### src/rimb_pkg.sv
// Purpose: shared constants for the receive interrupt mask bank
// Assumes: register indices are word indices; byte address is index * 4
// Notes: one slot per stored mask register of a port
package rimb_pkg;
  localparam int RIMB_NUM_PORTS = 16;
  localparam int RIMB_PORTS_PER_GROUP = 8;
  localparam int RIMB_GROUPS = 7;
  localparam int RIMB_SLOTS = 7;
  // per-port address stride and group jump, in register indices
  localparam logic [15:0] RIMB_PORT_STRIDE = 16'h0200;
  localparam logic [15:0] RIMB_GROUP_STRIDE = 16'h2000;
  // register indices inside one port space
  localparam logic [8:0] RIMB_IDX_ALARM = 9'h0A0;
  localparam logic [8:0] RIMB_IDX_E1_FRAMING = 9'h0A1;
  localparam logic [8:0] RIMB_IDX_CODE_CLOCK = 9'h0A2;
  localparam logic [8:0] RIMB_IDX_BUFFER_TIMER = 9'h0A3;
  localparam logic [8:0] RIMB_IDX_HDLC = 9'h0A4;
  localparam logic [8:0] RIMB_IDX_BOC_FDL = 9'h0A6;
  // block-wide registers, placed in the first port space
  localparam logic [8:0] RIMB_IDX_IRQ_STATUS = 9'h010;
  localparam logic [8:0] RIMB_IDX_IRQ_MASK = 9'h011;
  localparam logic [8:0] RIMB_IDX_LINE_MODE = 9'h012;
  // storage slots
  localparam int RIMB_SLOT_ALARM = 0;
  localparam int RIMB_SLOT_E1_FRAMING = 1;
  localparam int RIMB_SLOT_T1_CODE_CLOCK = 2;
  localparam int RIMB_SLOT_BUFFER_TIMER = 3;
  localparam int RIMB_SLOT_HDLC = 4;
  localparam int RIMB_SLOT_E1_LINK_CLOCK = 5;
  localparam int RIMB_SLOT_BOC_FDL = 6;
  // latched status groups feeding the summary
  localparam int RIMB_GRP_ALARM = 0;
  localparam int RIMB_GRP_TWO = 1;
  localparam int RIMB_GRP_CODE_CLOCK = 2;
  localparam int RIMB_GRP_BUFFER_TIMER = 3;
  localparam int RIMB_GRP_HDLC = 4;
  localparam int RIMB_GRP_RESERVED = 5;
  localparam int RIMB_GRP_BOC_FDL = 6;
  // alarm mask field positions
  localparam int RIMB_BIT_REMOTE_ALARM_CLEAR = 7;
  localparam int RIMB_BIT_AIS_CLEAR = 6;
  localparam int RIMB_BIT_SIGNAL_LOSS_CLEAR = 5;
  localparam int RIMB_BIT_FRAME_LOSS_CLEAR = 4;
  localparam int RIMB_BIT_REMOTE_ALARM_DETECT = 3;
  localparam int RIMB_BIT_AIS_DETECT = 2;
  localparam int RIMB_BIT_SIGNAL_LOSS_DETECT = 1;
  localparam int RIMB_BIT_FRAME_LOSS_DETECT = 0;
  // implemented bits of each slot; others read zero, except that E1 BOC/FDL bits 5-2 read back as written
  localparam logic [7:0] RIMB_VALID_ALARM = 8'hFF;
  localparam logic [7:0] RIMB_VALID_E1_FRAMING = 8'h0F;
  localparam logic [7:0] RIMB_VALID_T1_CODE_CLOCK = 8'hFF;
  localparam logic [7:0] RIMB_VALID_E1_LINK_CLOCK = 8'hBB;
  localparam logic [7:0] RIMB_VALID_BUFFER_TIMER = 8'hEF;
  localparam logic [7:0] RIMB_VALID_HDLC = 8'h3F;
  localparam logic [7:0] RIMB_VALID_T1_BOC_FDL = 8'h3F;
  localparam logic [7:0] RIMB_VALID_E1_BOC_FDL = 8'h03;
  localparam logic [7:0] RIMB_MASK_RESET = 8'h00;
  localparam logic [1:0] RIMB_HTRANS_NONSEQ = 2'b10;
endpackage

### src/rimb_mask_if.sv
// Purpose: carries one port's mask slots and line mode to its gate
// Assumes: driven from the register file on the same clock
// Notes: e1_mode high selects the E1 bit layouts
`timescale 1ns/1ps
interface rimb_mask_if import rimb_pkg::*; ();
  logic [RIMB_SLOTS-1:0][7:0] mask;
  logic e1_mode;
  modport ctrl (output mask, output e1_mode);
  modport gate (input mask, input e1_mode);
endinterface

### src/rimb_port_gate.sv
// Purpose: gates one port's latched receive status with its masks
// Assumes: status comes from logic on the same clock, no synchroniser
// Notes: summary and request are registered, one cycle behind status
`timescale 1ns/1ps
module rimb_port_gate import rimb_pkg::*; (
  input wire logic core_clk_in,
  input wire logic arst_n_in,
  input wire logic clk_en_in,
  rimb_mask_if.gate mif,
  input wire logic [RIMB_GROUPS-1:0][7:0] status_in,
  output logic [7:0] summary_out,
  output logic irq_out
);
  logic [RIMB_GROUPS-1:0][7:0] eff_mask;
  logic [7:0] summary_d;

  always_comb
  begin
    eff_mask = '0;
    // zero blocks, one enables
    eff_mask[RIMB_GRP_ALARM] = mif.mask[RIMB_SLOT_ALARM];
    // group two never requests in t1
    if (mif.e1_mode)
    begin
      eff_mask[RIMB_GRP_TWO] = mif.mask[RIMB_SLOT_E1_FRAMING] & RIMB_VALID_E1_FRAMING;
    end
    // layout follows line mode
    if (mif.e1_mode)
    begin
      // e1 link clock bits
      eff_mask[RIMB_GRP_CODE_CLOCK] =
        mif.mask[RIMB_SLOT_E1_LINK_CLOCK] & RIMB_VALID_E1_LINK_CLOCK;
      eff_mask[RIMB_GRP_BOC_FDL] = mif.mask[RIMB_SLOT_BOC_FDL] & RIMB_VALID_E1_BOC_FDL;
    end
    else
    begin
      // t1 code and clock bits
      eff_mask[RIMB_GRP_CODE_CLOCK] = mif.mask[RIMB_SLOT_T1_CODE_CLOCK];
      // t1 boc and fdl bits
      eff_mask[RIMB_GRP_BOC_FDL] = mif.mask[RIMB_SLOT_BOC_FDL] & RIMB_VALID_T1_BOC_FDL;
    end
    // buffer and timer bits
    eff_mask[RIMB_GRP_BUFFER_TIMER] =
      mif.mask[RIMB_SLOT_BUFFER_TIMER] & RIMB_VALID_BUFFER_TIMER;
    // hdlc fifo bits
    eff_mask[RIMB_GRP_HDLC] = mif.mask[RIMB_SLOT_HDLC] & RIMB_VALID_HDLC;
    // reserved group stays silent
    eff_mask[RIMB_GRP_RESERVED] = 8'h00;
  end

  always_comb
  begin
    summary_d = 8'h00;
    // masked bits left out of summary
    for (int g = 0; g < RIMB_GROUPS; g++)
    begin
      summary_d[g] = |(status_in[g] & eff_mask[g]);
    end
  end

  always_ff @(posedge core_clk_in or negedge arst_n_in)
  begin
    if (!arst_n_in)
    begin
      summary_out <= 8'h00;
      irq_out <= 1'b0;
    end
    else if (clk_en_in)
    begin
      summary_out <= summary_d;
      // any unmasked pair raises request
      irq_out <= |summary_d;
    end
  end
endmodule

### src/rimb_top.sv
// Purpose: receive interrupt mask bank for sixteen framer ports
// Assumes: AHB-Lite single word transfers, latched status on core clock
// Notes: reads take one wait state, writes none
//
// Behaviour
// A mask bit at zero blocks its receive event and at one lets it interrupt.
// Each mask register exists per port at base + 200h*(p-1) + 2000h*((p-1)/8).
// Alarm mask bits 6, 5, 4 enable the AIS, signal-loss and frame-loss clear events.
// Alarm mask bits 3 to 0 enable remote alarm, AIS, signal loss and frame loss detect.
// Latched group two never interrupts in T1, so its summary bit stays zero there.
// The E1 framing mask at 0A1h gates four signaling and alignment events in bits 3-0.
// In T1 the 0A2h mask gates clock loss, spare, loop-down, loop-up clear and detect.
// In E1 the 0A2h mask gates clock loss, V5.2 link and distant MF alarm, bits 6, 2 unused.
// The 0A2h address shows the T1 or E1 layout by the port's line mode.
// The 0A3h mask gates elastic store, signaling change, timer and multiframe events.
// The 0A4h mask gates six HDLC receive FIFO and packet events in bits 5 to 0.
// In T1 the 0A6h mask gates RAI-CI, AIS-CI, SLC-96, FDL full and BOC clear and detect.
// Alarm mask bit 7 enables the remote alarm clear event.
// A masked status bit is also left out of the per-port interrupt summary.
// A port requests while any latched status bit and its mask bit are both one.
`timescale 1ns/1ps
module rimb_top import rimb_pkg::*; #(
  parameter int NUM_PORTS = RIMB_NUM_PORTS
) (
  input wire logic core_clk_in,
  input wire logic arst_n_in,
  input wire logic clk_en_in,
  input wire logic hsel_in,
  input wire logic [31:0] haddr_in,
  input wire logic [1:0] htrans_in,
  input wire logic hwrite_in,
  input wire logic [2:0] hsize_in,
  input wire logic hready_in,
  input wire logic [31:0] hwdata_in,
  output logic hreadyout_out,
  output logic hresp_out,
  output logic [31:0] hrdata_out,
  input wire logic [NUM_PORTS-1:0][RIMB_GROUPS-1:0][7:0] rx_latched_status_in,
  output logic [NUM_PORTS-1:0][7:0] rx_interrupt_summary_out,
  output logic [NUM_PORTS-1:0] port_irq_out,
  output logic irq_out
);
  typedef struct packed {
    logic hit;
    logic glob;
    logic [3:0] port;
    logic [8:0] off;
  } rimb_dec_type;

  logic [NUM_PORTS-1:0][RIMB_SLOTS-1:0][7:0] mask_q;
  logic [NUM_PORTS-1:0] e1_mode_q;
  logic [NUM_PORTS-1:0] irq_status_q;
  logic [NUM_PORTS-1:0] irq_mask_q;
  logic [NUM_PORTS-1:0] port_irq_prev_q;
  logic [NUM_PORTS-1:0] port_irq;
  logic [15:0] idx_q;
  logic wr_pend_q;
  logic rd_wait_q;
  logic [31:0] hrdata_q;
  logic accept;
  rimb_dec_type dec;
  logic [31:0] rd_word;
  logic [2:0] slot;
  logic slot_ok;

  // port from index: 200h step, 2000h jump
  function automatic rimb_dec_type decode(input logic [15:0] idx);
    rimb_dec_type d;
    d.off = idx[8:0];
    d.port = {idx[13], idx[11:9]};
    d.glob = (idx[15:9] == 7'd0) &&
      (d.off == RIMB_IDX_IRQ_STATUS || d.off == RIMB_IDX_IRQ_MASK ||
       d.off == RIMB_IDX_LINE_MODE);
    // ports 9-16 carry both the 1000h step and the 2000h jump
    d.hit = (idx[15:14] == 2'd0) && (idx[12] == idx[13]) && (32'(d.port) < NUM_PORTS);
    return d;
  endfunction

  assign accept = hsel_in && hready_in && (htrans_in == RIMB_HTRANS_NONSEQ);
  assign dec = decode(idx_q);
  assign hreadyout_out = !rd_wait_q;
  assign hresp_out = 1'b0;
  assign hrdata_out = hrdata_q;

  // address to storage slot, 0A2h split by line mode
  always_comb
  begin
    slot = 3'd0;
    slot_ok = dec.hit;
    case (dec.off)
      RIMB_IDX_ALARM:
      begin
        slot = 3'(RIMB_SLOT_ALARM);
      end
      RIMB_IDX_E1_FRAMING:
      begin
        slot = 3'(RIMB_SLOT_E1_FRAMING);
      end
      RIMB_IDX_CODE_CLOCK:
      begin
        // one address, two layouts
        if (e1_mode_q[dec.port])
        begin
          slot = 3'(RIMB_SLOT_E1_LINK_CLOCK);
        end
        else
        begin
          slot = 3'(RIMB_SLOT_T1_CODE_CLOCK);
        end
      end
      RIMB_IDX_BUFFER_TIMER:
      begin
        slot = 3'(RIMB_SLOT_BUFFER_TIMER);
      end
      RIMB_IDX_HDLC:
      begin
        slot = 3'(RIMB_SLOT_HDLC);
      end
      RIMB_IDX_BOC_FDL:
      begin
        slot = 3'(RIMB_SLOT_BOC_FDL);
      end
      default:
      begin
        slot_ok = 1'b0;
      end
    endcase
  end

  // bits each slot keeps; unused bits read zero
  function automatic logic [7:0] valid_bits(input logic [2:0] s);
    logic [7:0] v;
    case (s)
      3'(RIMB_SLOT_ALARM): v = RIMB_VALID_ALARM;
      // e1 framing bits 3 to 0
      3'(RIMB_SLOT_E1_FRAMING): v = RIMB_VALID_E1_FRAMING;
      3'(RIMB_SLOT_T1_CODE_CLOCK): v = RIMB_VALID_T1_CODE_CLOCK;
      // bits 6 and 2 unused
      3'(RIMB_SLOT_E1_LINK_CLOCK): v = RIMB_VALID_E1_LINK_CLOCK;
      3'(RIMB_SLOT_BUFFER_TIMER): v = RIMB_VALID_BUFFER_TIMER;
      3'(RIMB_SLOT_HDLC): v = RIMB_VALID_HDLC;
      3'(RIMB_SLOT_BOC_FDL): v = RIMB_VALID_T1_BOC_FDL;
      default: v = 8'h00;
    endcase
    return v;
  endfunction

  // read mux, unmapped reads return zero
  always_comb
  begin
    rd_word = 32'h0000_0000;
    if (dec.glob)
    begin
      case (dec.off)
        RIMB_IDX_IRQ_STATUS: rd_word[NUM_PORTS-1:0] = irq_status_q;
        RIMB_IDX_IRQ_MASK: rd_word[NUM_PORTS-1:0] = irq_mask_q;
        RIMB_IDX_LINE_MODE: rd_word[NUM_PORTS-1:0] = e1_mode_q;
        default: rd_word = 32'h0000_0000;
      endcase
    end
    else if (slot_ok)
    begin
      rd_word[7:0] = mask_q[dec.port][slot];
    end
  end

  // bus address phase capture
  always_ff @(posedge core_clk_in or negedge arst_n_in)
  begin
    if (!arst_n_in)
    begin
      idx_q <= 16'h0000;
      wr_pend_q <= 1'b0;
      rd_wait_q <= 1'b0;
    end
    else if (clk_en_in)
    begin
      if (accept)
      begin
        // high address bits park on an unmapped index, so reads give zero
        idx_q <= (haddr_in[31:18] == 14'd0) ? haddr_in[17:2] : 16'hFFFF;
      end
      wr_pend_q <= accept && hwrite_in && (haddr_in[31:18] == 14'd0);
      rd_wait_q <= accept && !hwrite_in;
    end
  end

  // read data loaded in the wait state
  always_ff @(posedge core_clk_in or negedge arst_n_in)
  begin
    if (!arst_n_in)
    begin
      hrdata_q <= 32'h0000_0000;
    end
    else if (clk_en_in && rd_wait_q)
    begin
      hrdata_q <= rd_word;
    end
  end

  // mask storage per port
  always_ff @(posedge core_clk_in or negedge arst_n_in)
  begin
    if (!arst_n_in)
    begin
      mask_q <= {NUM_PORTS * RIMB_SLOTS{RIMB_MASK_RESET}};
    end
    // replicated per port
    else if (clk_en_in && wr_pend_q && slot_ok && !dec.glob)
    begin
      // alarm mask bits kept as written
      mask_q[dec.port][slot] <= hwdata_in[7:0] & valid_bits(slot);
    end
  end

  // line mode, high selects e1 layouts
  always_ff @(posedge core_clk_in or negedge arst_n_in)
  begin
    if (!arst_n_in)
    begin
      e1_mode_q <= '0;
      irq_mask_q <= '0;
    end
    else if (clk_en_in && wr_pend_q && dec.glob)
    begin
      if (dec.off == RIMB_IDX_LINE_MODE)
      begin
        e1_mode_q <= hwdata_in[NUM_PORTS-1:0];
      end
      if (dec.off == RIMB_IDX_IRQ_MASK)
      begin
        irq_mask_q <= hwdata_in[NUM_PORTS-1:0];
      end
    end
  end

  // sticky port request events, set beats write-one clear
  always_ff @(posedge core_clk_in or negedge arst_n_in)
  begin
    if (!arst_n_in)
    begin
      irq_status_q <= '0;
      port_irq_prev_q <= '0;
    end
    else if (clk_en_in)
    begin
      port_irq_prev_q <= port_irq;
      if (wr_pend_q && dec.glob && dec.off == RIMB_IDX_IRQ_STATUS)
      begin
        irq_status_q <= (irq_status_q & ~hwdata_in[NUM_PORTS-1:0]) |
          (port_irq & ~port_irq_prev_q);
      end
      else
      begin
        irq_status_q <= irq_status_q | (port_irq & ~port_irq_prev_q);
      end
    end
  end

  // combined line is a level
  always_ff @(posedge core_clk_in or negedge arst_n_in)
  begin
    if (!arst_n_in)
    begin
      irq_out <= 1'b0;
    end
    else if (clk_en_in)
    begin
      irq_out <= |(irq_status_q & irq_mask_q);
    end
  end

  assign port_irq_out = port_irq;

  // one gate per port; a stuck status bit whose mask bit is open keeps the port request high
  for (genvar p = 0; p < NUM_PORTS; p++)
  begin : g_port
    rimb_mask_if mif ();
    assign mif.mask = mask_q[p];
    assign mif.e1_mode = e1_mode_q[p];
    // port request from gated status
    rimb_port_gate u_gate (
      .core_clk_in(core_clk_in),
      .arst_n_in(arst_n_in),
      .clk_en_in(clk_en_in),
      .mif(mif.gate),
      .status_in(rx_latched_status_in[p]),
      .summary_out(rx_interrupt_summary_out[p]),
      .irq_out(port_irq[p])
    );
  end
endmodule

### config.mk
export PLATFORM = sky130hd
export DESIGN_NAME = rimb_top
export DESIGN_NICKNAME = d
export VERILOG_FILES = /design/src/rimb_pkg.sv /design/src/rimb_mask_if.sv /design/src/rimb_port_gate.sv /design/src/rimb_top.sv
export SDC_FILE = /design/constraint.sdc
export NUM_CORES = 2
export LEC_CHECK = 0
export BUFFER_PORTS_ARGS = -buffer_cell sky130_fd_sc_hd__clkbuf_2
export CAP_MARGIN = 30
export CORE_AREA = 2 2 450 452
export DETAILED_ROUTE_END_ITERATION = 6
export DIE_AREA = 0 0 452 454
export MAX_ROUTING_LAYER = met4
export PLACE_DENSITY = 0.46
export SYNTH_ARGS = -nofsm -noshare
export SYNTH_HDL_FRONTEND = slang
export SYNTH_HIERARCHICAL = 1
export SYNTH_SLANG_ARGS = --single-unit
### constraint.sdc
create_clock -name core_clk_in -period 4.05 [get_ports core_clk_in]
set_clock_uncertainty 0.1 [all_clocks]
set_input_delay 0.2025 -clock core_clk_in [delete_from_list [all_inputs] [get_ports core_clk_in]]
set_output_delay 0.2025 -clock core_clk_in [all_outputs]
set_load 0.02 [all_outputs]
Yosys cells after proc, flatten, opt, wreduce, memory -nomap -nowiden
Cells that the tools add are included. Widths: inputs -> output; s select.

Word-level logic and storage cells: 492. Bits in registers: 1123.

Order comparisons: 4. Mux-type cells: 70. Reductions and logical operators: 144. Eq/ne operators: 17. Bitwise gates (word level): 104.

Operator list (number): $bwmux 896 (1); $reduce_or 48->1 (16); $reduce_or 8->1 (96); $and 8x8->8 (81); $bmux 56 s4 (1); $demux 56 s4 (1); $mux 8 (22); $and 8x6->8 (16); $mux 56 (2); $mux 6 (16); $mux 4 (16); $eq 9x8->1 const B (6); $and 16x16->16 (3); $pmux 16 s3 (1); $pmux 8 s5 (1); $mux 16 (2); $not 16->16 (2); $or 16x16->16 (2); $eq 9x5->1 const B (3); $bmux 8 s3 (1); $demux 8 s3 (1); $logic_and 1x1->1 (16); $reduce_or 16->1 (1); $pmux 3 s5 (1); 21 further kinds (31).

Longest topological paths before layout
Depth in word-level cells: 11. Depth in mapped cells: 12. Depth with buffers taken out: 7.

Cells and area by module
Netlist, hierarchy kept.

Modules (own cells, without submodules): rimb_top (area an instance 44228.7 µm², times used 1, cells an instance 3523); rimb_port_gate (area an instance 550.5 µm², times used 16, cells an instance 57).

Least setup slack after synthesis
Ideal clock, no wire load.

Path type: register to register. Start point: register idx_q[10]. End point: register mask_q (netlist bit g_port[7].mif.mask[41]). Path buffers: 4. Arrival time: 2285 ps. Setup slack: 1540 ps. Cell stages (with the launch flop): 11. Cell sequence: dfrtp_1 buf_6 mux2_4 a221oi_4 a2bb2oi_2 and3_1 buf_6 buf_6 nand2_1 buf_4 mux2_4.

Cells in the longest elaborated chain, start to end: 11. Elaborated cells on any way between the ends: 31. Those cells by class: order compare (4); eq/ne (6); mux (11); bitwise (1); reduce/logical (9).

RTL lines: from (decl) (line rimb_top.sv:56) `logic [15:0] idx_q;`; from (signal assigned) (line rimb_top.sv:181) `idx_q <= (haddr_in[31:18] == 14'd0) ? haddr_in[17:2] : 16'hFFFF;`; $bmux 1 s4 (line rimb_top.sv:102) `if (e1_mode_q[dec.port])`; $mux 1 (not written as such) (line rimb_top.sv:102); $mux 3 (line rimb_top.sv:102); $pmux 3 s5 (line rimb_top.sv:90) `case (dec.off)`; $lt 3x4->1 (not written as such) / $ge 3x1->1 (equally long branches) (line rimb_top.sv:212) `mask_q[dec.port][slot] <= hwdata_in[7:0] & valid_bits(slot);`; $logic_and 1x1->1 (not written as such) (line rimb_top.sv:212); $mux 8 (not written as such) (line rimb_top.sv:212); $demux 8 s3 (line rimb_top.sv:212); $mux 56 (not written as such) (line rimb_top.sv:212); $demux 56 s4 (line rimb_top.sv:212); $bwmux 896 (line rimb_top.sv:212); to (signal assigned) (line rimb_top.sv:206) `mask_q <= {NUM_PORTS * RIMB_SLOTS{RIMB_MASK_RESET}};`; to (signal, indexed assignment) (line rimb_top.sv:212); to (decl) (line rimb_top.sv:50) `logic [NUM_PORTS-1:0][RIMB_SLOTS-1:0][7:0] mask_q;`.

Several ways; a longest one is shown, not always the timed one. The select of a mux whose other input is x is not followed. A chain may end at the register's enable or synchronous reset.

Final worst setup path
Start point: register mask_q (netlist bit g_port[6].mif.mask[24]). End point: register g_port[6].u_gate.irq_out.

Cells in the longest elaborated chain, start to end: 2.

RTL lines: $and 8x8->8 (line rimb_port_gate.sv:57) `summary_d[g] = |(status_in[g] & eff_mask[g]);`; $reduce_or 48->1 (line rimb_port_gate.sv:72) `irq_out <= |summary_d;`; to (signal assigned) (line rimb_port_gate.sv:72); to (decl) (line rimb_port_gate.sv:12) `output logic irq_out`.

No other way between the ends.

==> flow_metrics.tcl <==
set metrics [dict create \
    rsz0062_at_grt "false" \
    drt-pass1-iter-count 7 \
    core_sq_um 201000 \
    ir_drop_mv 0.316 \
    fin_setup_tns_ns 0 \
    hold_slack_ns -0.0240 \
    clock_path_buffers 3 \
    final_cells 8332 \
    critical_path.startpoint_type "flop" \
    cpMostUsedCell "dlygate4sd3_1" \
    syn_avg_cell_area_sq_um 12.0 \
    ant_nets 0 \
    fp.dieArea_sq_um 205000 \
    p_per_area_nw_per_um2 395 \
    drive_above_1_share 0.345 \
    cts_tree "yes" \
    root_buffer "clkbuf_16" \
    cap_violations 0 \
    path_max_fanout 3 \
    grt_pass1_vias 42500 \
    hold-path-cell-count 4 \
    synth_cell_type_count 74 \
    pwr-share-clk 0.467 \
    synth_warnings 6 \
    reg2reg_depth 7 \
    areaGrowthSynthToFinish_pct 28.0 \
    htree_levels 4 \
    grt-ovfl-total 0 \
    cts_resized 0 \
    final_cell_mix "dfrtp_1 (1,104), clkbuf_2 (803), nand2_1 (583)" \
    critPathArrivalTime_ns 4.42 \
    comb_power_share 0.110 \
    worst-path-buf-inv 3 \
    worst_slew_pin_slew_ns 1.04 \
    status "complete, but fails checks" \
    place_inst 7743 \
    power.internal_mw 19.5 \
    slowest_delay_ns 0.89 \
    end_kind "flop" \
    drc_errors 8 \
    ys_ff_latch 1107 \
    postCtsSetupBuffers 0 \
    cp_cell_sequence "a22oi_1 > dlygate4sd3_1 > nand3_1 > dlygate4sd3_1 > nor4_1 > a31oi_1 > dlygate4sd3_1" \
    yosysSeqAreaShare 0.522 \
    fin_crit_ns 3.86 \
    globalplace.congestion 0.970 \
    slew_headroom 0.300 \
    numCtsBuffers 140 \
    grt_antenna_before_repair 65 \
    wl_per_cell_um 31.1 \
    synth_area_sq_um 53000 \
    synthCells 4435 \
    cts_num_sinks 1107 \
    slew_viol_final 0 \
    crit_slowest_cell "nor4_1" \
    dr_total_vias 42700 \
    reg2reg_slack_ns 0.19 \
    cp.required_ns 4.62 \
    die_h_um 454 \
    holdCritStartpoint "rx_latched_status_in[307]" \
    timing.rr.end "g_port[6].u_gate/irq_out$_DFFE_PN0P_" \
    layout.nets 6480 \
    grt_start_max_net_pins 134 \
    layout_commonest_cell "dfrtp_1" \
    holdBufCountCts 294 \
    io_buffers 807 \
    hp-class "input pin to flop" \
    seq_power_share 0.423 \
    grt_use_total 0.256 \
    drtIter0Drc 3919 \
    r2r_start "g_port[6].mif.mask[24]$_DFFE_PN0P_" \
    p_switching_mw 7.26 \
    place_hpwl_mm 199 \
    grt_pass1_wl_mm 354 \
    period_share 0.952 \
    avgViaCountPerCell 5.12 \
    core.rowCount 165 \
    path_delay_family "buffers and inverters" \
    io_pins 1150 \
    failed_checks "DRC, hold timing" \
    clkLatencyLatePin_ns 0.80 \
    switching_share 0.271 \
    critPathKind "flop to flop" \
    synth_edf_count 0 \
    drt-total-wl_mm 259 \
    setup_viol 0 \
    start_util 0.264 \
    die_w_um 452 \
    leakage_nw 31.8 \
    clkTransAtPathRegs_ns 0.05 \
    fmax_mhz 259 \
    synthArstFlopShare 1.00 \
    hold_violations 1 \
    ys.flop_type "dfrtp_1" \
    min_to "g_port[5].u_gate/summary_out[3]$_DFFE_PN0P_" \
]
==> metrics by stage <==
stage | setup WS, ns | power [mW] | area [sq um] | util
3_3_place_gp | 0.519 | 14.3 | 60200 | 0.300
3_5_place_dp | 0.513 | 14.3 | 60300 | 0.300
5_1_grt | 0.134 | 27.7 | 67900 | 0.338
4_1_cts | 0.151 | 27.1 | 67700 | 0.337
2_1_floorplan | 1.54 | 12.8 | 53200 | -
6_report | 0.193 | 26.8 | 67900 | 0.338
==> worst reg2reg max path: stages (launching register included) <==
cell,delay (ns)
dfrtp_1,0.45
a22oi_1,0.21
dlygate4sd3_1,0.57
nand3_1,0.08
dlygate4sd3_1,0.62
nor4_1,0.89
a31oi_1,0.20
dlygate4sd3_1,0.61
==> cells in the mapped netlist, types with 9 or more instances <==
library cell / instances / share of area
nor4_1: 19 / 0.0022
buf_2: 70 / 0.0066
and3_1: 9 / 0.0011
a211oi_1: 9 / 0.0013
inv_1: 22 / 0.0016
conb_1: 17 / 0.0012
buf_4: 72 / 0.010
o22a_1: 16 / 0.0026
nand2_1: 585 / 0.041
nand4_1: 23 / 0.0027
a22oi_1: 362 / 0.051
dfrtp_1: 1107 / 0.52
mux2i_1: 107 / 0.020
a21oi_1: 44 / 0.0042
buf_6: 30 / 0.0064
a221oi_1: 19 / 0.0031
mux4_2: 187 / 0.079
clkbuf_1: 191 / 0.014
a211oi_2: 16 / 0.0038
nand3b_1: 17 / 0.0024
nand3_1: 47 / 0.0044
nor2_1: 106 / 0.0075
a32o_1: 15 / 0.0028
a21boi_0: 18 / 0.0025
o21ai_0: 396 / 0.037
mux2_1: 20 / 0.0042
mux2_4: 23 / 0.0065
a22o_1: 56 / 0.0092
a222oi_1: 17 / 0.0032
mux2_2: 474 / 0.10
and2_1: 181 / 0.021
a31oi_1: 22 / 0.0026
o21ai_1: 47 / 0.0044
==> sequential cells by signal (all words and copies together), names as in the netlist <==
name and count:
irq_mask_q 16, e1_mode_q 16, port_irq_prev_q 16, irq_status_q 16, hrdata_out 16, g_port.mif.mask 896, g_port.u_gate/irq_out 16, wr_pend_q 1
idx_q 16, irq_out 1, rd_wait_q 1, g_port.u_gate/summary_out 96
==> logic make-up after synthesis <==
group	synth area share
compound gates	0.134
xor+xnor	0.000165
buf+inv	0.0390
flops	0.522
mux	0.211
other cells	0.00120
simple gates	0.0919
==> how the worst max path moves through the flow <==
| stage | start | endpoint | cells after the start |
|---|---|---|---|
| floorplan | idx_q[10]$_DFFE_PN0P_ | g_port[7].mif.mask[41]$_DFFE_PN0P_ | 10 |
| global placement | idx_q[9]$_DFFE_PN0P_ | hrdata_out[4]$_DFFE_PN0P_ | 8 |
| detailed placement | idx_q[9]$_DFFE_PN0P_ | hrdata_out[4]$_DFFE_PN0P_ | 8 |
| CTS | e1_mode_q[2]$_DFFE_PN0P_ | g_port[2].u_gate/irq_out$_DFFE_PN0P_ | 8 |
| global route | e1_mode_q[2]$_DFFE_PN0P_ | g_port[2].u_gate/irq_out$_DFFE_PN0P_ | 8 |
| finish | g_port[6].mif.mask[24]$_DFFE_PN0P_ | g_port[6].u_gate/irq_out$_DFFE_PN0P_ | 7 |
==> metal layers <==
layer,global-route usage,vias up,wire length (um)
li1,-,18500,-
met1,0.346,22200,116000
met2,0.381,1625,117000
met3,0.0482,350,16400
met4,0.0912,0,10200
met5,-,-,0
==> final cells by class <==
cell class	instances	area, sq um
Timing Repair Buffer	1272	8630
Inverter	23	86.3
Multi-Input combinational cell	2965	23500
Clock inverter	34	439
Sequential cell	1107	27700
Fill cell	20300	133000
Tap cell	2672	3340
Antenna cell	51	128
Clock buffer	208	4080
==> power groups by stage <==
stage | clock, mW | combinational, mW | sequential, mW
6_report | 12.5 | 2.96 | 11.3
5_1_grt | 13.2 | 3.12 | 11.3
4_1_cts | 12.8 | 2.96 | 11.3
3_5_place_dp | 0 | 2.78 | 11.5
3_3_place_gp | 0 | 2.77 | 11.5
2_1_floorplan | 0 | 1.38 | 11.4
Note: power is estimated with default switching activity, not from simulation.
